==> config.mk <==
export PLATFORM = sky130hd
export DESIGN_NAME = rch_command_handshake
export DESIGN_NICKNAME = d
export VERILOG_FILES = /design/src/rch_pkg.sv /design/src/rch_command_handshake.sv
export VERILOG_INCLUDE_DIRS = /design/src /design/src/src
export SDC_FILE = /design/constraint.sdc
export NUM_CORES = 1
export LEC_CHECK = 0
export BUFFER_PORTS_ARGS = -buffer_cell sky130_fd_sc_hd__clkbuf_2
export CAP_MARGIN = 0
export CORE_MARGIN = 8
export CORE_UTILIZATION = 39
export DETAILED_ROUTE_END_ITERATION = 16
export PLACE_DENSITY = 0.74
export SYNTH_ARGS = -nofsm -noshare
export SYNTH_HDL_FRONTEND = slang
export SYNTH_SLANG_ARGS = --single-unit
==> constraint.sdc <==
create_clock -name i_clock -period 2.2 [get_ports i_clock]
set_input_delay 0.11 -clock i_clock [delete_from_list [all_inputs] [get_ports i_clock]]
set_output_delay 0.11 -clock i_clock [all_outputs]
set_load 0.03 [all_outputs]
==> src/rch_defines.svh <==
// constants for the remote command handshake block
//
// How it works
// - ram write copies setpoint, then raises done
// - while ram command held, setpoint tracks continuously
// - persistent write stores ram and eeprom, then done
// - vector modes also store torque command or limit
// - exec request runs six instruction words, then done
// - simultaneous requests with param zero run only one
// - error reset during fault resets, clears error flag
// - net inputs three to five drive assigned functions
// - input function params reselect assignable bit functions
// - command source params can block the network reset function
// - fixed bits keep dedicated function, never remapped
// - no torque control with permanent magnet motor
`ifndef RCH_DEFINES_SVH
`define RCH_DEFINES_SVH

// ----------------------------------------------------------------
// widths and counts
// ----------------------------------------------------------------
`define RCH_WORD_W 16
`define RCH_FUNC_W 8
`define RCH_INSTR_N 6
`define RCH_ASSIGN_N 10
`define RCH_NET_FIRST 7
`define RCH_FUNC_RESET 8'h0a
`define RCH_FUNC_NONE 8'hff
`define RCH_EEPROM_TIME_NS 1000
`define RCH_EEPROM_CYCLES ((`RCH_EEPROM_TIME_NS + 3) / 4)
`define RCH_RESET_TIME_NS 400
`define RCH_RESET_CYCLES ((`RCH_RESET_TIME_NS + 3) / 4)

`endif

==> src/rch_pkg.sv <==
// types for the remote command handshake block
package rch_pkg;
    typedef enum logic [4:0] {
        RCH_IDLE = 5'b00001,
        RCH_RAM = 5'b00010,
        RCH_EEP = 5'b00100,
        RCH_EXEC = 5'b01000,
        RCH_HOLD = 5'b10000
    } rch_state_e;
    typedef enum logic [1:0] {
        RCH_SPEED_CTRL = 2'h0,
        RCH_TORQUE_CTRL = 2'h1,
        RCH_VF_CTRL = 2'h2
    } rch_ctrl_mode_e;
endpackage : rch_pkg

==> src/rch_command_handshake.sv <==
// remote command handshake: setpoint writes, instruction exec, error reset, net inputs
`include "rch_defines.svh"
module rch_command_handshake
    import rch_pkg::*;
#(
    parameter int WORD_W = `RCH_WORD_W,
    parameter int FUNC_W = `RCH_FUNC_W,
    parameter int ASSIGN_N = `RCH_ASSIGN_N,
    parameter int EEPROM_CYCLES = `RCH_EEPROM_CYCLES,
    parameter int RESET_CYCLES = `RCH_RESET_CYCLES
) (
    input wire logic i_clock,
    input wire logic i_reset_n,
    input wire logic i_setpoint_ram_write_cmd,
    input wire logic i_setpoint_persistent_write_cmd,
    input wire logic i_instruction_exec_request,
    input wire logic i_error_reset_request,
    input wire logic i_net_input_three,
    input wire logic i_net_input_four,
    input wire logic i_net_input_five,
    input wire logic [WORD_W-1:0] i_setpoint_word,
    input wire logic [WORD_W-1:0] i_second_word,
    input wire logic [6*WORD_W-1:0] i_instr_words,
    input wire logic [ASSIGN_N*FUNC_W-1:0] i_input_function_params,
    input wire logic i_command_source_param,
    input wire logic i_speed_command_source_param,
    input wire logic i_simultaneous_exec_param,
    input wire logic i_sensorless_vector,
    input wire logic [1:0] i_ctrl_mode,
    input wire logic i_pm_motor,
    input wire logic i_drive_fault,
    output logic o_setpoint_ram_write_done,
    output logic o_setpoint_persistent_write_done,
    output logic o_instruction_exec_done,
    output logic o_error_status_flag,
    output logic [WORD_W-1:0] o_ram_setpoint,
    output logic [WORD_W-1:0] o_ram_torque_cmd,
    output logic [WORD_W-1:0] o_ram_torque_limit,
    output logic o_eeprom_write,
    output logic [WORD_W-1:0] o_eeprom_setpoint,
    output logic [WORD_W-1:0] o_eeprom_second,
    output logic o_instr_exec,
    output logic [6*WORD_W-1:0] o_instr_words,
    output logic o_drive_reset,
    output logic [2:0] o_net_func_active,
    output logic [3*FUNC_W-1:0] o_net_func_code
);

    // ------------------------------------------------------------
    // input synchronisers (commands arrive from the link)
    // ------------------------------------------------------------
    logic [6:0] sync1_r;
    logic [6:0] sync2_r;
    always_ff @(posedge i_clock or negedge i_reset_n) begin
        if (!i_reset_n) begin
            sync1_r <= 7'h00;
            sync2_r <= 7'h00;
        end else begin
            sync1_r <= {i_net_input_five, i_net_input_four, i_net_input_three,
                i_error_reset_request, i_instruction_exec_request,
                i_setpoint_persistent_write_cmd, i_setpoint_ram_write_cmd};
            sync2_r <= sync1_r;
        end
    end
    logic ram_cmd, eep_cmd, exe_cmd, err_cmd;
    assign ram_cmd = sync2_r[0];
    assign eep_cmd = sync2_r[1];
    assign exe_cmd = sync2_r[2];
    assign err_cmd = sync2_r[3];

    // ------------------------------------------------------------
    // mode helpers
    // ------------------------------------------------------------
    function automatic logic torque_mode_f(input logic [1:0] mode, input logic pm);
        torque_mode_f = (mode == 2'(RCH_TORQUE_CTRL)) && !pm;
    endfunction : torque_mode_f

    logic torque_sel, speed_sel;
    assign torque_sel = i_sensorless_vector && torque_mode_f(i_ctrl_mode, i_pm_motor);
    assign speed_sel = i_sensorless_vector && (i_ctrl_mode == 2'(RCH_SPEED_CTRL));

    // ------------------------------------------------------------
    // request arbiter and sequencer
    // ------------------------------------------------------------
    rch_state_e state_r;
    rch_state_e state_nxt;
    logic [15:0] count_r;
    logic ram_pend, eep_pend, exe_pend;
    assign ram_pend = ram_cmd && !o_setpoint_ram_write_done;
    assign eep_pend = eep_cmd && !o_setpoint_persistent_write_done;
    assign exe_pend = exe_cmd && !o_instruction_exec_done;

    // one request per pass; with simultaneous param zero the others are dropped
    logic [2:0] grant;
    logic [2:0] drop;
    always_comb begin
        grant = 3'h0;
        if (ram_pend) begin
            grant = 3'h1;
        end else if (eep_pend) begin
            grant = 3'h2;
        end else if (exe_pend) begin
            grant = 3'h4;
        end
        drop = i_simultaneous_exec_param ? 3'h0 : ({exe_pend, eep_pend, ram_pend} & ~grant);
    end

    logic [2:0] dropped_r;
    always_ff @(posedge i_clock or negedge i_reset_n) begin
        if (!i_reset_n) begin
            dropped_r <= 3'h0;
        end else if (state_r == RCH_IDLE && grant != 3'h0) begin
            dropped_r <= dropped_r | drop;
        end else begin
            dropped_r <= dropped_r & {exe_cmd, eep_cmd, ram_cmd};
        end
    end

    always_comb begin
        state_nxt = state_r;
        case (state_r)
            RCH_IDLE: begin
                if (grant[0] && !dropped_r[0]) begin
                    state_nxt = RCH_RAM;
                end else if (grant[1] && !dropped_r[1]) begin
                    state_nxt = RCH_EEP;
                end else if (grant[2] && !dropped_r[2]) begin
                    state_nxt = RCH_EXEC;
                end
            end
            RCH_RAM: state_nxt = RCH_IDLE;
            RCH_EEP: begin
                if (count_r == 16'(EEPROM_CYCLES - 1)) begin
                    state_nxt = RCH_IDLE;
                end
            end
            RCH_EXEC: state_nxt = RCH_IDLE;
            RCH_HOLD: state_nxt = RCH_IDLE;
            default: state_nxt = RCH_IDLE;
        endcase
    end

    always_ff @(posedge i_clock or negedge i_reset_n) begin
        if (!i_reset_n) begin
            state_r <= RCH_IDLE;
            count_r <= 16'h0000;
        end else begin
            state_r <= state_nxt;
            count_r <= (state_r == RCH_EEP) ? count_r + 16'h0001 : 16'h0000;
        end
    end

    // ------------------------------------------------------------
    // memory writes and instruction execution
    // ------------------------------------------------------------
    always_ff @(posedge i_clock or negedge i_reset_n) begin
        if (!i_reset_n) begin
            o_ram_setpoint <= '0;
            o_ram_torque_cmd <= '0;
            o_ram_torque_limit <= '0;
        end else if (state_r == RCH_RAM || state_r == RCH_EEP
                || (ram_cmd && o_setpoint_ram_write_done)) begin
            o_ram_setpoint <= i_setpoint_word;
            if (torque_sel) begin
                o_ram_torque_cmd <= i_second_word;
            end
            if (speed_sel) begin
                o_ram_torque_limit <= i_second_word;
            end
        end
    end

    // eeprom is slow: the word is latched at entry and held for the write time
    always_ff @(posedge i_clock or negedge i_reset_n) begin
        if (!i_reset_n) begin
            o_eeprom_write <= 1'b0;
            o_eeprom_setpoint <= '0;
            o_eeprom_second <= '0;
        end else begin
            o_eeprom_write <= (state_nxt == RCH_EEP);
            if (state_r == RCH_IDLE && state_nxt == RCH_EEP) begin
                o_eeprom_setpoint <= i_setpoint_word;
                o_eeprom_second <= (torque_sel || speed_sel) ? i_second_word : '0;
            end
        end
    end

    always_ff @(posedge i_clock or negedge i_reset_n) begin
        if (!i_reset_n) begin
            o_instr_exec <= 1'b0;
            o_instr_words <= '0;
        end else begin
            o_instr_exec <= (state_r == RCH_EXEC);
            if (state_r == RCH_EXEC) begin
                o_instr_words <= i_instr_words;
            end
        end
    end

    // ------------------------------------------------------------
    // completion flags
    // ------------------------------------------------------------
    always_ff @(posedge i_clock or negedge i_reset_n) begin
        if (!i_reset_n) begin
            o_setpoint_ram_write_done <= 1'b0;
            o_setpoint_persistent_write_done <= 1'b0;
            o_instruction_exec_done <= 1'b0;
        end else begin
            // set wins over the clear when both fall in one cycle
            if (state_r == RCH_RAM) begin
                o_setpoint_ram_write_done <= 1'b1;
            end else if (!ram_cmd) begin
                o_setpoint_ram_write_done <= 1'b0;
            end
            if (state_r == RCH_EEP && state_nxt == RCH_IDLE) begin
                o_setpoint_persistent_write_done <= 1'b1;
            end else if (!eep_cmd) begin
                o_setpoint_persistent_write_done <= 1'b0;
            end
            if (state_r == RCH_EXEC) begin
                o_instruction_exec_done <= 1'b1;
            end else if (!exe_cmd) begin
                o_instruction_exec_done <= 1'b0;
            end
        end
    end

    // ------------------------------------------------------------
    // network input mapping and error reset
    // ------------------------------------------------------------
    logic net_reset;
    genvar g;
    generate
        for (g = 0; g < 3; g++) begin : g_net
            logic [FUNC_W-1:0] code;
            logic blocked;
            assign code = i_input_function_params[(`RCH_NET_FIRST+g)*FUNC_W +: FUNC_W];
            // reset function refused from network under the source params
            assign blocked = (code == FUNC_W'(`RCH_FUNC_RESET))
                && (i_command_source_param || i_speed_command_source_param);
            always_ff @(posedge i_clock or negedge i_reset_n) begin
                if (!i_reset_n) begin
                    o_net_func_active[g] <= 1'b0;
                    o_net_func_code[g*FUNC_W +: FUNC_W] <= FUNC_W'(`RCH_FUNC_NONE);
                end else begin
                    o_net_func_active[g] <= sync2_r[4+g] && !blocked;
                    o_net_func_code[g*FUNC_W +: FUNC_W] <= code;
                end
            end
        end
    endgenerate
    // fixed bits (error reset, command bits) bypass the assignment table
    assign net_reset = err_cmd;

    logic [15:0] rst_cnt_r;
    always_ff @(posedge i_clock or negedge i_reset_n) begin
        if (!i_reset_n) begin
            o_drive_reset <= 1'b0;
            rst_cnt_r <= 16'h0000;
            o_error_status_flag <= 1'b0;
        end else begin
            if (!o_drive_reset && net_reset && i_drive_fault) begin
                o_drive_reset <= 1'b1;
                rst_cnt_r <= 16'h0000;
            end else if (o_drive_reset) begin
                rst_cnt_r <= rst_cnt_r + 16'h0001;
                if (rst_cnt_r == 16'(RESET_CYCLES - 1)) begin
                    o_drive_reset <= 1'b0;
                end
            end
            // fault raising is held off while o_drive_reset is high, so the clear at the end of the pulse applies
            if (i_drive_fault && !o_drive_reset) begin
                o_error_status_flag <= 1'b1;
            end else if (o_drive_reset && rst_cnt_r == 16'(RESET_CYCLES - 1)) begin
                o_error_status_flag <= 1'b0;
            end
        end
    end

endmodule : rch_command_handshake

==> load_flow_metrics.sql <==
INSERT INTO impl_metrics (metric_group, metric, value, unit) VALUES
('drt', 'ant_nets', '0', ''),
('logic_synthesis', 'mappedNetlistNets', '925', ''),
('critical_path', 'cp_max_fo', '16', ''),
('finish', 'layout.cells.non_filler', '1611', ''),
('global_routing', 'leftover_overflow_at_the_end_of_global_routing', '0', ''),
('clock_tree', 'cts.sink_count', '264', ''),
('drt', 'drc', '0', ''),
('sta', 'setup_viol_count_final', '0', ''),
('pwr', 'power.share.switching', '32.53', '%'),
('critical_path', 'critical_path_buf_inv_count', '0', ''),
('clock_tree', 'clkSlewWorstSetupHoldPaths', '0.06', 'ns'),
('pwr', 'power_switching', '4719', 'uW'),
('logic_synthesis', 'synth-compound-area-share', '2.756', '%'),
('sta', 'final.setup.worst_slack', '0.09849', 'ns'),
('finish', 'final.fill_count', '1899', ''),
('clock_tree', 'cts_tree', 'done', ''),
('critical_path', 'worst_setup_path_end_kind', 'flip-flop', ''),
('sta', 'achievable-frequency', '475.8', 'MHz'),
('drt', 'route.vias.total', '7803', ''),
('finish', 'final_layout_size_suffix_gt1_share', '49.10', '%'),
('logic_synthesis', 'yosys.area.top_type_share', '59.62', '%'),
('critical_path', 'critical_path.endpoint', 'o_ram_torque_cmd[7]', ''),
('finish', 'seqCellArea', '6638', 'um2'),
('floorplanning', 'fp-row-count', '58', ''),
('critical_path', 'crit_required', '2.60', 'ns'),
('finish', 'register_with_the_most_flip_flops', 'o_instr_words', ''),
('finish', 'nets', '1487', ''),
('pwr', 'internal_power', '9787', 'uW'),
('sta', 'fin_crit_sh', '95.52', '%'),
('critical_path', 'worst_setup_path_startpoint', 'state_r[2]', ''),
('logic_synthesis', 'synth.cell_area', '10030', 'um2'),
('drt', 'dr_wl_met3', '2630', 'um'),
('run', 'max_cap_viol_count', '0', ''),
('sta', 'hold_viol_final', '0', ''),
('run_status', 'status', 'complete, no violations', ''),
('finish', 'area.growth.synth_to_final', '49.63', '%'),
('critical_path', 'r2r_cells', '4', ''),
('worst_hold_path', 'hold_path_class', 'primary input to asynchronous set/reset pin', ''),
('critical_path', 'cp_slowest_stage_delay', '0.71', 'ns'),
('logic_synthesis', 'combinational_family_with_the_most_area_after_synthesis', 'multiplexers', ''),
('placed_design', 'pre_cts_slack', '0.09898', 'ns'),
('clock_tree', 'cts_made_buffers', '28', ''),
('critical_path', 'worst_r2r_endpoint', 'o_ram_torque_cmd[7]', ''),
('sta', 'worst_slew_margin_rel', '62.07', '%'),
('pwr', 'combinationalPowerShare', '26.0', '%'),
('finish', 'largest_register_ff_count', '96', ''),
('floorplanning', 'chipHeight', '176.4', 'um'),
('logic_synthesis', 'synth.mux.area_fraction', '19.13', '%'),
('sta', 'drv_slew', '0', ''),
('sta', 'fin_tns_setup', '0', 'ns'),
('logic_synthesis', 'syn-mean-instance-area', '14.39', 'um2'),
('pwr', 'power_frac_seq', '42.0', '%'),
('pwr', 'power_frac_clock', '32.0', '%'),
('global_routing', 'gr-usage-all-layers', '18.50', '%'),
('drt', 'drt_wl_total', '29540', 'um'),
('logic_synthesis', 'synthTopCellsByArea', 'dfrtp_1 (60%), mux2_2 (17%), dfstp_2 (6.5%)', ''),
('sta', 'worst_pin_slew', '0.5689', 'ns'),
('logic_synthesis', 'synth-edff-count', '0', ''),
('pwr', 'vdd_ir_drop_max', '618.4', 'uV'),
('pwr', 'pwr_density_cell', '966.4', 'nW/um2'),
('drt', 'route.met2.wl', '14850', 'um'),
('critical_path', 'critPathArrivalTime', '2.51', 'ns'),
('critical_path', 'critical_path_depth', '4', ''),
('sta', 'worst_clock_skew', '0.01499', 'ns'),
('finish', 'multi_input_comb_area', '3158', 'um2'),
('floorplanning', 'core_area', '25250', 'um2'),
('sta', 'timing.final.crit_period', '2.102', 'ns'),
('logic_synthesis', 'synth_fa_ha_area_share', '0.3742', '%'),
('critical_path', 'cpLargestDelayFamily', 'simple AND/OR/NAND/NOR gates', ''),
('finish', 'top_registers', 'o_instr_words x96, o_net_func_code x24', ''),
('drt', 'post_drt_via_cell_ratio', '4.844', '');
-- cells in the mapped netlist, types with 3 or more instances --
| master | instances |
|---|---|
| a21oi_1 | 4 |
| a31oi_1 | 4 |
| and3_1 | 4 |
| and4_1 | 4 |
| buf_2 | 4 |
| clkbuf_1 | 20 |
| dfrtp_1 | 239 |
| dfstp_2 | 25 |
| ha_1 | 3 |
| inv_1 | 26 |
| mux2_2 | 148 |
| mux2_4 | 10 |
| mux2i_1 | 8 |
| nand2_1 | 28 |
| nand2b_1 | 7 |
| nand3_1 | 32 |
| nand4_1 | 11 |
| nor2_1 | 23 |
| nor3_1 | 6 |
| nor3b_1 | 3 |
| nor4_1 | 7 |
| nor4b_1 | 3 |
| nor4bb_1 | 3 |
| o21ai_0 | 26 |
| or3_1 | 4 |
| xnor2_1 | 5 |
| xor2_1 | 11 |
-- worst min-delay path by stage --
stage	endpoint
2_1_floorplan	count_r[0]
3_3_place_gp	o_ram_setpoint[13]
3_5_place_dp	o_ram_setpoint[13]
4_1_cts	o_eeprom_second[3]
5_1_grt	o_eeprom_second[6]
6_report	o_ram_setpoint[13]
-- routing by layer --
layer / vias to the layer above / global-route usage, %
met1: 3838 / 20.78
met5: - / 0
li1: 3574 / -
met3: 67 / 6.388
met4: 2 / 6.480
met2: 322 / 32.26
-- cells by family after synthesis --
family / after synthesis
adder cells (fa/ha/maj): 3
other: 1
AND/OR/NAND/NOR: 144
multiplexers: 168
flip-flops: 264
AO/OA/AOI/OAI: 46
buffers and inverters: 55
XOR/XNOR: 16
-- repair_timing --
| item | in CTS | in global routing |
|---|---|---|
| hold buffers | 164 | 0 |
| setup endpoints to repair | 0 | 0 |
| endpoints found under the hold margin | 345 | 0 |
-- power by group through the flow --
stage                     logic [uW]  registers, uW  clock network, uW
after floorplan                  718           7590                  0
after global placement          3480           6100                  0
after detailed placement        3540           6140                  0
after CTS                       3790           6070               4770
after global routing            3980           6180               4980
final                           3780           6090               4640
-- per-stage QoR --
stage	hold WS (ns)	cell area (um2)	utilization, %
6_report	0.1602	15010	59.44
5_1_grt	0.1590	15010	59.44
4_1_cts	0.1266	15010	59.42
3_5_place_dp	0.1210	12440	49.25
3_3_place_gp	0.1161	12440	49.25
2_1_floorplan	-0.1856	10030	-
-- final cells by class --
cell class	count	share of cell area, %
Sequential cell	264	44.22
Timing Repair Buffer	561	25.14
Multi-Input combinational cell	378	21.04
Clock buffer	44	5.743
Tap cell	330	2.751
Inverter	26	0.6502
Clock inverter	6	0.4251
Antenna cell	2	0.03334
No activity file was read; power rests on OpenSTA's default activity.
